## config.mk

```make
export PLATFORM = sky130hd
export DESIGN_NAME = time_interval_counter
export DESIGN_NICKNAME = d
export VERILOG_FILES = /design/src/pkg/tic_pkg.sv /design/src/core/tic_prescaler.sv /design/src/core/time_interval_counter.sv
export VERILOG_INCLUDE_DIRS = /design/src /design/src/pkg
export SDC_FILE = /design/constraint.sdc
export NUM_CORES = 1
export LEC_CHECK = 0
export ABC_AREA = 1
export BUFFER_PORTS_ARGS = -buffer_cell sky130_fd_sc_hd__clkbuf_2
export CELL_PAD_IN_SITES_DETAIL_PLACEMENT = 0
export CELL_PAD_IN_SITES_GLOBAL_PLACEMENT = 1
export CORE_ASPECT_RATIO = 0.75
export CORE_MARGIN = 4
export CORE_UTILIZATION = 48
export DETAILED_ROUTE_END_ITERATION = 8
export GPL_ROUTABILITY_DRIVEN = 0
export PLACE_DENSITY_LB_ADDON = 0.1
export REMOVE_ABC_BUFFERS = 1
export SLEW_MARGIN = 30
export SYNTH_ARGS = -nofsm -noshare
export SYNTH_HDL_FRONTEND = slang
export SYNTH_SLANG_ARGS = --single-unit
```

## constraint.sdc

```tcl
create_clock -name clock_in -period 4.1 [get_ports clock_in]
set_input_delay 0.205 -clock clock_in [delete_from_list [all_inputs] [get_ports clock_in]]
set_output_delay 0.205 -clock clock_in [all_outputs]
set_load 0.05 [all_outputs]
```

## src/pkg/tic_params.svh

```systemverilog
`ifndef TIC_PARAMS_SVH
`define TIC_PARAMS_SVH

// Register addresses on the special function register port
`define TIC_ADDR_CTRL 8'ha1
`define TIC_ADDR_HTH 8'ha2
`define TIC_ADDR_SS 8'ha3
`define TIC_ADDR_MM 8'ha4
`define TIC_ADDR_HH 8'ha5
`define TIC_ADDR_IVAL 8'ha6

// Control register bit positions
`define TIC_BIT_TFH 6
`define TIC_BIT_ITS_HI 5
`define TIC_BIT_ITS_LO 4
`define TIC_BIT_STI 3
`define TIC_BIT_FLAG 2
`define TIC_BIT_INTERVAL_COUNT_ENABLE 1
`define TIC_BIT_TIME_CLOCK_ENABLE 0

// Reset values
`define TIC_RST_COUNT 8'h00
`define TIC_RST_CTRL 8'h00

// Rollover limits
`define TIC_HTH_MAX 8'h7f
`define TIC_SS_MAX 8'h3b
`define TIC_MM_MAX 8'h3b
`define TIC_HH24_MAX 8'h17
`define TIC_HHFULL_MAX 8'hff

// Timing: clock period and sub-second tick period in ns
`define TIC_CLK_NS 4
`define TIC_TICK_NS 7812500
`define TIC_TICK_CYCLES (`TIC_TICK_NS / `TIC_CLK_NS)

`endif

```

## src/pkg/tic_pkg.sv

```systemverilog
`default_nettype none
package tic_pkg;

    // Interval counter timebase, in field order 00..11
    typedef enum logic [1:0] {
        TB_SUB,
        TB_SEC,
        TB_MIN,
        TB_HOUR
    } timebase_t;

    // Whole state of the counter block
    typedef struct packed {
        logic [7:0] hth;   // Sub-second count
        logic [7:0] ss;    // Seconds
        logic [7:0] mm;    // Minutes
        logic [7:0] hh;    // Hours
        logic [7:0] ival;  // Interval compare value
        logic [7:0] icnt;  // Interval counter
        logic twenty_four_hour_format;         // 24-hour format
        timebase_t its;    // Interval timebase select
        logic single_interval_select;         // Single interval select
        logic flag;        // Interval match flag
        logic interval_count_enable;        // Interval count enable
        logic time_clock_enable;        // Time clock enable
        logic [7:0] rdata; // Registered read data
        logic irq;         // Registered interrupt request
    } tic_state_t;

endpackage
`default_nettype wire

```

## src/core/tic_prescaler.sv

```systemverilog
`timescale 1ns/1ps
`default_nettype none
`include "tic_params.svh"

module tic_prescaler #(
    parameter int unsigned TICK_CYCLES = `TIC_TICK_CYCLES
) (
    input wire logic clock_in, // System clock
    input wire logic rst_in,   // Async reset, active high
    output logic tick_out      // One-cycle pulse every tick period
);
    // Counter width, at least one bit
    localparam int W = (TICK_CYCLES > 1) ? $clog2(TICK_CYCLES) : 1;
    localparam logic [W-1:0] LAST = W'(TICK_CYCLES - 1);

    // Local state record
    typedef struct packed {
        logic [W-1:0] cnt; // Cycle count within period
        logic tick;        // Tick pulse
    } presc_state_t;

    presc_state_t s_r; // Registered state
    presc_state_t s_nxt; // Next state

    // Divider: stands in for the crystal-derived 1/128 s tick
    always_comb begin
        s_nxt = s_r;
        s_nxt.tick = 1'b0;
        if (s_r.cnt == LAST) begin
            s_nxt.cnt = '0;
            s_nxt.tick = 1'b1;
        end else begin
            s_nxt.cnt = s_r.cnt + W'(1);
        end
    end

    // State register
    always_ff @(posedge clock_in or posedge rst_in) begin
        if (rst_in) begin
            s_r <= '0;
        end else begin
            s_r <= s_nxt;
        end
    end

    assign tick_out = s_r.tick;
endmodule
`default_nettype wire

```

## src/core/time_interval_counter.sv

```systemverilog
`timescale 1ns/1ps
`default_nettype none
`include "tic_params.svh"

// Operation
// - Flag sets when interval count equals compare
// - Flag stays set until software writes zero
// - Enable bit one starts interval counting
// - Enable bit zero stops and clears counter
// - Clock enable gates all counting
// - Timebase field picks interval counter rate
// - Single mode clears enable on match
// - Repeat mode reloads after each match
// - Flag raises interrupt when enabled
// - Sub-second counts 0..127, carries to seconds
// - Seconds count 0..59, carry to minutes
// - Minutes count 0..59, carry to hours
// - Format bit one: hours count 0..23
// - Format bit zero: hours count 0..255
// - Compare and time registers reset zero
module time_interval_counter #(
    parameter int unsigned TICK_CYCLES = `TIC_TICK_CYCLES
) (
    input wire logic clock_in,            // System clock, 250 MHz
    input wire logic rst_in,              // Async reset, active high
    input wire logic [7:0] sfr_addr_in,   // Register address
    input wire logic sfr_wr_in,           // Write strobe
    input wire logic [7:0] sfr_wdata_in,  // Write data
    input wire logic irq_enable_in,       // Processor interrupt enable
    output logic [7:0] sfr_rdata_out,     // Read data, one cycle late
    output logic interval_irq_out,        // Interrupt request level
    output logic interval_match_flag_out  // Match flag level
);
    tic_pkg::tic_state_t s_r;   // Registered state
    tic_pkg::tic_state_t s_nxt; // Next state

    logic presc_tick; // Raw sub-second tick
    logic ev_sub;     // Gated sub-second event
    logic ev_sec;     // Seconds event
    logic ev_min;     // Minutes event
    logic ev_hr;      // Hours event
    logic it_tick;    // Interval counter tick
    logic match;      // Interval match this cycle
    logic ctrl_wr;    // Write to control register
    logic [7:0] hh_max; // Active hour limit

    // Control reset image, named so its bits can be selected
    localparam logic [7:0] RST_CTRL = `TIC_RST_CTRL;
    // Reset image of the whole state
    localparam tic_pkg::tic_state_t RST_STATE = '{
        hth: `TIC_RST_COUNT,
        ss: `TIC_RST_COUNT,
        mm: `TIC_RST_COUNT,
        hh: `TIC_RST_COUNT,
        ival: `TIC_RST_COUNT,
        icnt: `TIC_RST_COUNT,
        twenty_four_hour_format: RST_CTRL[`TIC_BIT_TFH],
        its: tic_pkg::timebase_t'({RST_CTRL[`TIC_BIT_ITS_HI],
            RST_CTRL[`TIC_BIT_ITS_LO]}),
        single_interval_select: RST_CTRL[`TIC_BIT_STI],
        flag: RST_CTRL[`TIC_BIT_FLAG],
        interval_count_enable: RST_CTRL[`TIC_BIT_INTERVAL_COUNT_ENABLE],
        time_clock_enable: RST_CTRL[`TIC_BIT_TIME_CLOCK_ENABLE],
        rdata: 8'h00,
        irq: 1'b0
    };

    // Wrapping increment shared by all time counters
    function automatic logic [7:0] inc_wrap(
        input logic [7:0] val,
        input logic [7:0] max
    );
        inc_wrap = (val >= max) ? 8'h00 : val + 8'h01;
    endfunction

    // Sub-second tick source
    tic_prescaler #(
        .TICK_CYCLES(TICK_CYCLES)
    ) u_presc (
        .clock_in(clock_in),
        .rst_in(rst_in),
        .tick_out(presc_tick)
    );

    // Event cascade and interval match decode
    always_comb begin
        ev_sub = presc_tick & s_r.time_clock_enable;
        ev_sec = ev_sub && (s_r.hth == `TIC_HTH_MAX);
        ev_min = ev_sec && (s_r.ss == `TIC_SS_MAX);
        ev_hr = ev_min && (s_r.mm == `TIC_MM_MAX);
        hh_max = s_r.twenty_four_hour_format ? `TIC_HH24_MAX : `TIC_HHFULL_MAX;
        // Timebase choice
        unique case (s_r.its)
            tic_pkg::TB_SUB: it_tick = ev_sub;
            tic_pkg::TB_SEC: it_tick = ev_sec;
            tic_pkg::TB_MIN: it_tick = ev_min;
            tic_pkg::TB_HOUR: it_tick = ev_hr;
        endcase
        it_tick = it_tick & s_r.interval_count_enable;
        match = it_tick && (s_r.icnt == s_r.ival);
        ctrl_wr = sfr_wr_in && (sfr_addr_in == `TIC_ADDR_CTRL);
    end

    // Next-state logic
    always_comb begin
        s_nxt = s_r;
        // Time-of-day cascade
        if (ev_sub) begin
            s_nxt.hth = inc_wrap(s_r.hth, `TIC_HTH_MAX);
        end
        if (ev_sec) begin
            s_nxt.ss = inc_wrap(s_r.ss, `TIC_SS_MAX);
        end
        if (ev_min) begin
            s_nxt.mm = inc_wrap(s_r.mm, `TIC_MM_MAX);
        end
        if (ev_hr) begin
            s_nxt.hh = inc_wrap(s_r.hh, hh_max);
        end
        // Interval counter
        if (match) begin
            s_nxt.icnt = 8'h00;
            if (s_r.single_interval_select) begin
                s_nxt.interval_count_enable = 1'b0;
            end
        end else if (it_tick) begin
            s_nxt.icnt = s_r.icnt + 8'h01;
        end
        // Software writes override same-cycle counting
        if (sfr_wr_in) begin
            unique case (sfr_addr_in)
                `TIC_ADDR_CTRL: begin
                    s_nxt.twenty_four_hour_format = sfr_wdata_in[`TIC_BIT_TFH];
                    s_nxt.its = tic_pkg::timebase_t'({
                        sfr_wdata_in[`TIC_BIT_ITS_HI],
                        sfr_wdata_in[`TIC_BIT_ITS_LO]});
                    s_nxt.single_interval_select = sfr_wdata_in[`TIC_BIT_STI];
                    s_nxt.flag = sfr_wdata_in[`TIC_BIT_FLAG];
                    s_nxt.interval_count_enable = sfr_wdata_in[`TIC_BIT_INTERVAL_COUNT_ENABLE];
                    s_nxt.time_clock_enable = sfr_wdata_in[`TIC_BIT_TIME_CLOCK_ENABLE];
                end
                `TIC_ADDR_HTH: s_nxt.hth = sfr_wdata_in;
                `TIC_ADDR_SS: s_nxt.ss = sfr_wdata_in;
                `TIC_ADDR_MM: s_nxt.mm = sfr_wdata_in;
                `TIC_ADDR_HH: s_nxt.hh = sfr_wdata_in;
                `TIC_ADDR_IVAL: s_nxt.ival = sfr_wdata_in;
                default: ;
            endcase
        end
        // Disabled counter holds zero
        if (!s_nxt.interval_count_enable) begin
            s_nxt.icnt = 8'h00;
        end
        // Hardware set wins over a same-cycle clear
        if (match) begin
            s_nxt.flag = 1'b1;
        end
        s_nxt.irq = s_nxt.flag & irq_enable_in;
        // Read data mux, unmapped reads zero
        unique case (sfr_addr_in)
            `TIC_ADDR_CTRL: s_nxt.rdata = {1'b0, s_r.twenty_four_hour_format, s_r.its,
                s_r.single_interval_select, s_r.flag, s_r.interval_count_enable, s_r.time_clock_enable};
            `TIC_ADDR_HTH: s_nxt.rdata = s_r.hth;
            `TIC_ADDR_SS: s_nxt.rdata = s_r.ss;
            `TIC_ADDR_MM: s_nxt.rdata = s_r.mm;
            `TIC_ADDR_HH: s_nxt.rdata = s_r.hh;
            `TIC_ADDR_IVAL: s_nxt.rdata = s_r.ival;
            default: s_nxt.rdata = 8'h00;
        endcase
    end

    // State register
    always_ff @(posedge clock_in or posedge rst_in) begin
        if (rst_in) begin
            s_r <= RST_STATE;
        end else begin
            s_r <= s_nxt;
        end
    end

    // Outputs straight from state flops
    assign sfr_rdata_out = s_r.rdata;
    assign interval_irq_out = s_r.irq;
    assign interval_match_flag_out = s_r.flag;
endmodule
`default_nettype wire

```

Word level (Yosys, flattened, before mapping)
Cells that the tools add are included.
{ "op_classes": {"reduce_logical": 7, "n_bitwise": 3, "muxes": 27, "eq_ne": 15, "order_cmp": 4, "addsub": 6} }
{ "ops": {"columns": ["op", "n"], "rows": [
  ["8-bit two-way mux", 17],
  ["8-bit equality test (second input constant)", 6],
  ["8-bit one-hot mux with 6 select lines", 1],
  ["8-bit by 1-bit adder with 8-bit output (second input constant)", 5],
  ["40-bit two-way mux", 1],
  ["21-bit by 1-bit adder with 21-bit output (second input constant)", 1],
  ["21-bit equality test (second input constant)", 1],
  ["21-bit two-way mux", 1],
  ["8-bit by 6-bit equality test with 1-bit output (second input constant)", 2],
  ["8-bit by 6-bit greater-or-equal comparator with 1-bit output (second input constant)", 2],
  ["8-bit by 7-bit equality test with 1-bit output (second input constant)", 1],
  ["8-bit equality test", 1],
  ["8-bit by 7-bit greater-or-equal comparator with 1-bit output (second input constant)", 1],
  ["8-bit greater-or-equal comparator", 1],
  ["3-bit two-way mux", 2],
  ["2-bit equality test (second input constant)", 2],
  ["1-bit logical AND", 4],
  ["1-bit two-way mux", 4],
  ["1-bit one-hot mux with 4 select lines", 1],
  ["2-bit AND reduction", 2],
  ["1-bit AND", 3],
  ["3-bit by 1-bit != test with 1-bit output (second input constant)", 1],
  ["2-bit by 1-bit equality test with 1-bit output (second input constant)", 1],
  ["2-bit zero test", 1]
]} }
{ "totals": {"ff_bits": 86, "output_inout_bits": 10, "elab_cells": 78, "in_bits": 20} }

Logic depth before layout (Yosys ltp)
{ "logic_depth": {"word_depth": 12, "mapped_depth": 13} }

Hierarchy
Synthesis repeated with hierarchy kept, for this count alone.
{ "hier_totals": {"hier_cells": 772, "hier_area_um2": 5590.4} }
{ "modules_own_cells": {"columns": ["mod", "n_inst", "area_per_inst_um2", "cells_per_inst"], "rows": [
  ["time_interval_counter", 1, 4211.5, 577],
  ["tic_prescaler", 1, 1378.8, 195]
]} }

Worst setup path before layout
OpenSTA, ideal clock, no wires.
{ "synth_path": {"path_type": "register to register", "startpoint": "register s_r[57] (netlist bit)", "endpoint": "register s_r[36] (netlist bit)", "path_stages_with_launch": 12, "slack_ps": 2487, "arrival_time_ps": 1489, "path_buffers": 1, "path_cell_list": "dfrtp_1 -> ha_1 -> nand3_2 -> nor2_4 -> nand2_4 -> nor2_4 -> buf_6 -> nand2_4 -> nor2_2 -> nand2_1 -> xor2_1 -> o21ai_2"} }
{ "synth_rtl": {"columns": ["element", "line_no", "source"], "rows": [
  ["from (decl)", "time_interval_counter.sv:34", "tic_pkg::tic_state_t s_r;"],
  ["from (signal assigned)", "time_interval_counter.sv:177", "s_r <= s_nxt;"]
]} }

==> metrics.md <==
| Metric | Value |
|---|---|
| Routed Antenna Nets | 0 |
| Residual DRC count | 0 |
| WL/cell | 15.53 µm |
| Clock power frac | 49.0% |
| Post-synth top flop | dfrtp_1 |
| Core Util, Final | 55.17% |
| Remaining Overflow, GRT | 0 |
| Placed wire-length estimate | 9.623 mm |
| Port buffer count | 29 |
| CTS Hold Bufs | 0 |
| Post-Route WL | 12.86 mm |
| RR Startpoint | s_r[57]$_DFF_PP0_ |
| Max Cap Viol | 0 |
| Pwr/cell area | 358.7 nW/µm² |
| Drt initial violations | 428 |
| FFs w/ async S/R, synth | 100.0% |
| R2R setup slack | 2.01 ns |
| P_sw | 454.2 µW |
| # setup viols final | 0 |
| Final clock skew | 0.004644 ns |
| CP startpoint kind | flip-flop |
| I/O pin cnt | 30 |
| Crit-path max FO | 11 |
| Clock Latency Late Sink | 0.33 ns |
| Root buffer cell | clkbuf_16 |
| Setup TNS Final | 0 ns |
| Minimum clock period | 2.088 ns |
| DR vias/cell | 5.351 |
| Via count of the first global-routing pass | 4081 |
| Gr usage total | 21.36% |
| Internal | 1590 µW |
| Synth Instances | 661 |
| Headroom to the max-slew limit | 52.51% |
| Num CTS Buffers | 9 |
| Critical path class | flip-flop to flip-flop |
| Fmax | 479.0 MHz |
| Net Sw Frac | 22.22% |
| Least-Margin Pin Slew | 0.7098 ns |
| Largest net degree at the start of global routing | 55 |
| Total chip power | 2044 µW |
| CTS Sinks | 86 |
| # Post-CTS Setup Buffers | 0 |
| LEAKAGE | 0.002932 µW |
| Share of post-route cells with drive strength above 1 | 12.28% |
| Effective utilization at floorplan | 49.36% |
| Status | finished with violations |
| Multi-input gate area | 2422 µm² |
| Worst Reg-to-Reg Cells | 12 |
| First-pass GRT wire length | 21.02 mm |
| H-tree levels | 3 |
| Std cell rows | 32 |
| Distinct cells, synth | 43 |
| Tcrit/Tclk final | 50.92% |
| Critical Path RT | 4.33 ns |
| Max-slew violations | 0 |
| Min Hold Slack | -0.02344 ns |
| Seq/Total Area, Yosys | 42.21% |
| Syn avg cell area | 7.714 µm² |
| Chip height | 97.26 µm |
| Post-cts sizing count | 0 |
| Nets@finish | 718 |
| IR drop worst, VDD | 0.1949 mV |
| Worst endpoint data arrival time | 2.32 ns |
| Synthesized flop and latch total | 86 |
| Core area | 10330 µm² |
| Largest buffer count on any clock path | 2 |
| RSZ-0062 raised after global routing | false |
| ANT cells | 0 |
| Logic pwr share | 6.8% |
| Post-synth EDFFs | 0 |
| YS warnings | 0 |
| Die Area | 12350 µm² |
| Layout fillers | 970 |
| Mapped Area | 5099 µm² |
| Endpoints failing hold | 53 |
| Initial antenna violation count | 0 |
| Worst-path clk slew | 0.06 ns |
| R2R Path End | s_r[22]$_DFFE_PP0P_ |
| Area growth, synth to finish | 11.78% |
| DIE WIDTH | 127.0 µm |
| DR vias | 4431 |
| Failing checks | hold timing |
| Tightest Hold Check Type | input port to asynchronous set/reset pin |
| Drt pass-1 iters | 6 |
| CTS tree | done |
| Storage element area | 2152 µm² |
| Worst Setup End Kind | flip-flop |
| Sequential power share | 44.2% |
-- cells by family (layout without fill, tap and decap cells) --
family / count (synthesis) / in the layout / synth area share [%]
AOI/OAI and AO/OA: 112 / 112 / 12.66
xor gates and xnor gates: 30 / 30 / 5.153
DFF: 86 / 86 / 42.21
adders and majority gates: 11 / 11 / 2.699
buffers and inverters: 129 / 160 / 10.28
and+or+nand+nor: 293 / 293 / 26.99
-- how the worst max path moves through the flow --
stage | startpoint | to | cells past startpoint
after floorplan | rst_in | interval_irq_out$_DFF_PP0_ | 1
after global placement | s_r[57]$_DFF_PP0_ | s_r[22]$_DFFE_PP0P_ | 12
after detailed placement | s_r[57]$_DFF_PP0_ | s_r[20]$_DFFE_PP0P_ | 12
after CTS | s_r[57]$_DFF_PP0_ | s_r[20]$_DFFE_PP0P_ | 12
after global routing | s_r[57]$_DFF_PP0_ | s_r[20]$_DFFE_PP0P_ | 12
final | s_r[57]$_DFF_PP0_ | s_r[22]$_DFFE_PP0P_ | 12
-- cell usage after synthesis, types with 5 or more instances --
library cell / n / area [µm²]
nand2_1: 144 / 540.5
inv_1: 105 / 394.1
dfrtp_1: 86 / 2152
nor2_1: 45 / 168.9
o21ai_0: 42 / 210.2
nand3_1: 41 / 205.2
xor2_1: 25 / 219.0
a21oi_1: 23 / 115.1
o22ai_1: 19 / 118.9
nand4_1: 18 / 112.6
ha_1: 11 / 137.6
nor3_1: 10 / 50.05
buf_4: 8 / 60.06
inv_2: 7 / 26.28
nor2_2: 7 / 43.79
nor4_1: 6 / 37.54
nand2_2: 5 / 31.28
nand2_4: 5 / 56.30
o21ai_1: 5 / 25.02
xnor2_1: 5 / 43.79
-- critical path: stages (launching register included) --
cell and delay, ns:
dfrtp_1 0.38, ha_1 0.20, nand3_2 0.11, nor2_4 0.15, nand2_4 0.09, nor2_4 0.31
nand3_2 0.15, nand2_4 0.16, nand4_2 0.09, nand2_2 0.16, nand2_4 0.08, nand2_1 0.07
inv_1 0.03
-- per-stage QoR --
stage | instances | setup slack [ns] | hold slack, ns | cell area (µm²)
2_1_floorplan | 646 | 1.673 | 0.3023 | 5002
3_3_place_gp | 812 | 2.078 | 0.4186 | 5326
3_5_place_dp | 812 | 2.036 | 0.4235 | 5326
4_1_cts | 828 | 2.027 | 0.07031 | 5698
5_1_grt | 828 | 1.821 | 0.03583 | 5699
6_report | 828 | 2.012 | -0.02344 | 5699
-- layout by cell type, fill, tap and decap left out, types with 5 or more instances in the layout --
cell / n
clkbuf_16: 9
nor2_1: 45
inv_1: 104
xnor2_1: 5
nor2_2: 7
nand2_2: 5
nand3_1: 41
nand2_1: 144
inv_2: 7
ha_1: 11
dfrtp_1: 86
nor3_1: 10
xor2_1: 25
nor4_1: 6
nand4_1: 18
o21ai_1: 5
o21ai_0: 42
clkbuf_2: 29
o22ai_1: 19
a21oi_1: 23
nand2_4: 5
-- layout make-up --
type                       count  area share (%)
clock buffer                  10           4.193
inverter                     114           7.552
multi-input combinational    446           42.50
timing repair buffer          30           2.678
clock inverter                 6           2.327
tap                          136           2.986
sequential                    86           37.76
-- routing by layer --
layer | share of wire (%) | GRT usage [%] | vias up
li1 | - | - | 2206
met1 | 49 | 31.33 | 2097
met2 | 44 | 31.79 | 115
met3 | 5.6 | 5.495 | 13
met4 | 1.0 | 4.782 | 0
met5 | 0 | 0 | -
-- sequential cells by signal, summed over array words and instances, names as in the netlist --
register and flops:
sfr_rdata_out 8, u_presc.s_r 21, interval_match_flag_out 1, u_presc.tick_out 1, interval_irq_out 1, s_r 54
-- power groups by stage --
| stage | clock, µW | sequential, µW | combinational, µW |
|---|---|---|---|
| 6_report | 1000 | 904 | 139 |
| 2_1_floorplan | 0 | 918 | 86.9 |
| 3_5_place_dp | 0 | 919 | 139 |
| 3_3_place_gp | 0 | 919 | 137 |
| 5_1_grt | 1060 | 907 | 158 |
| 4_1_cts | 1020 | 903 | 140 |
(Power assumes the default switching activity.)
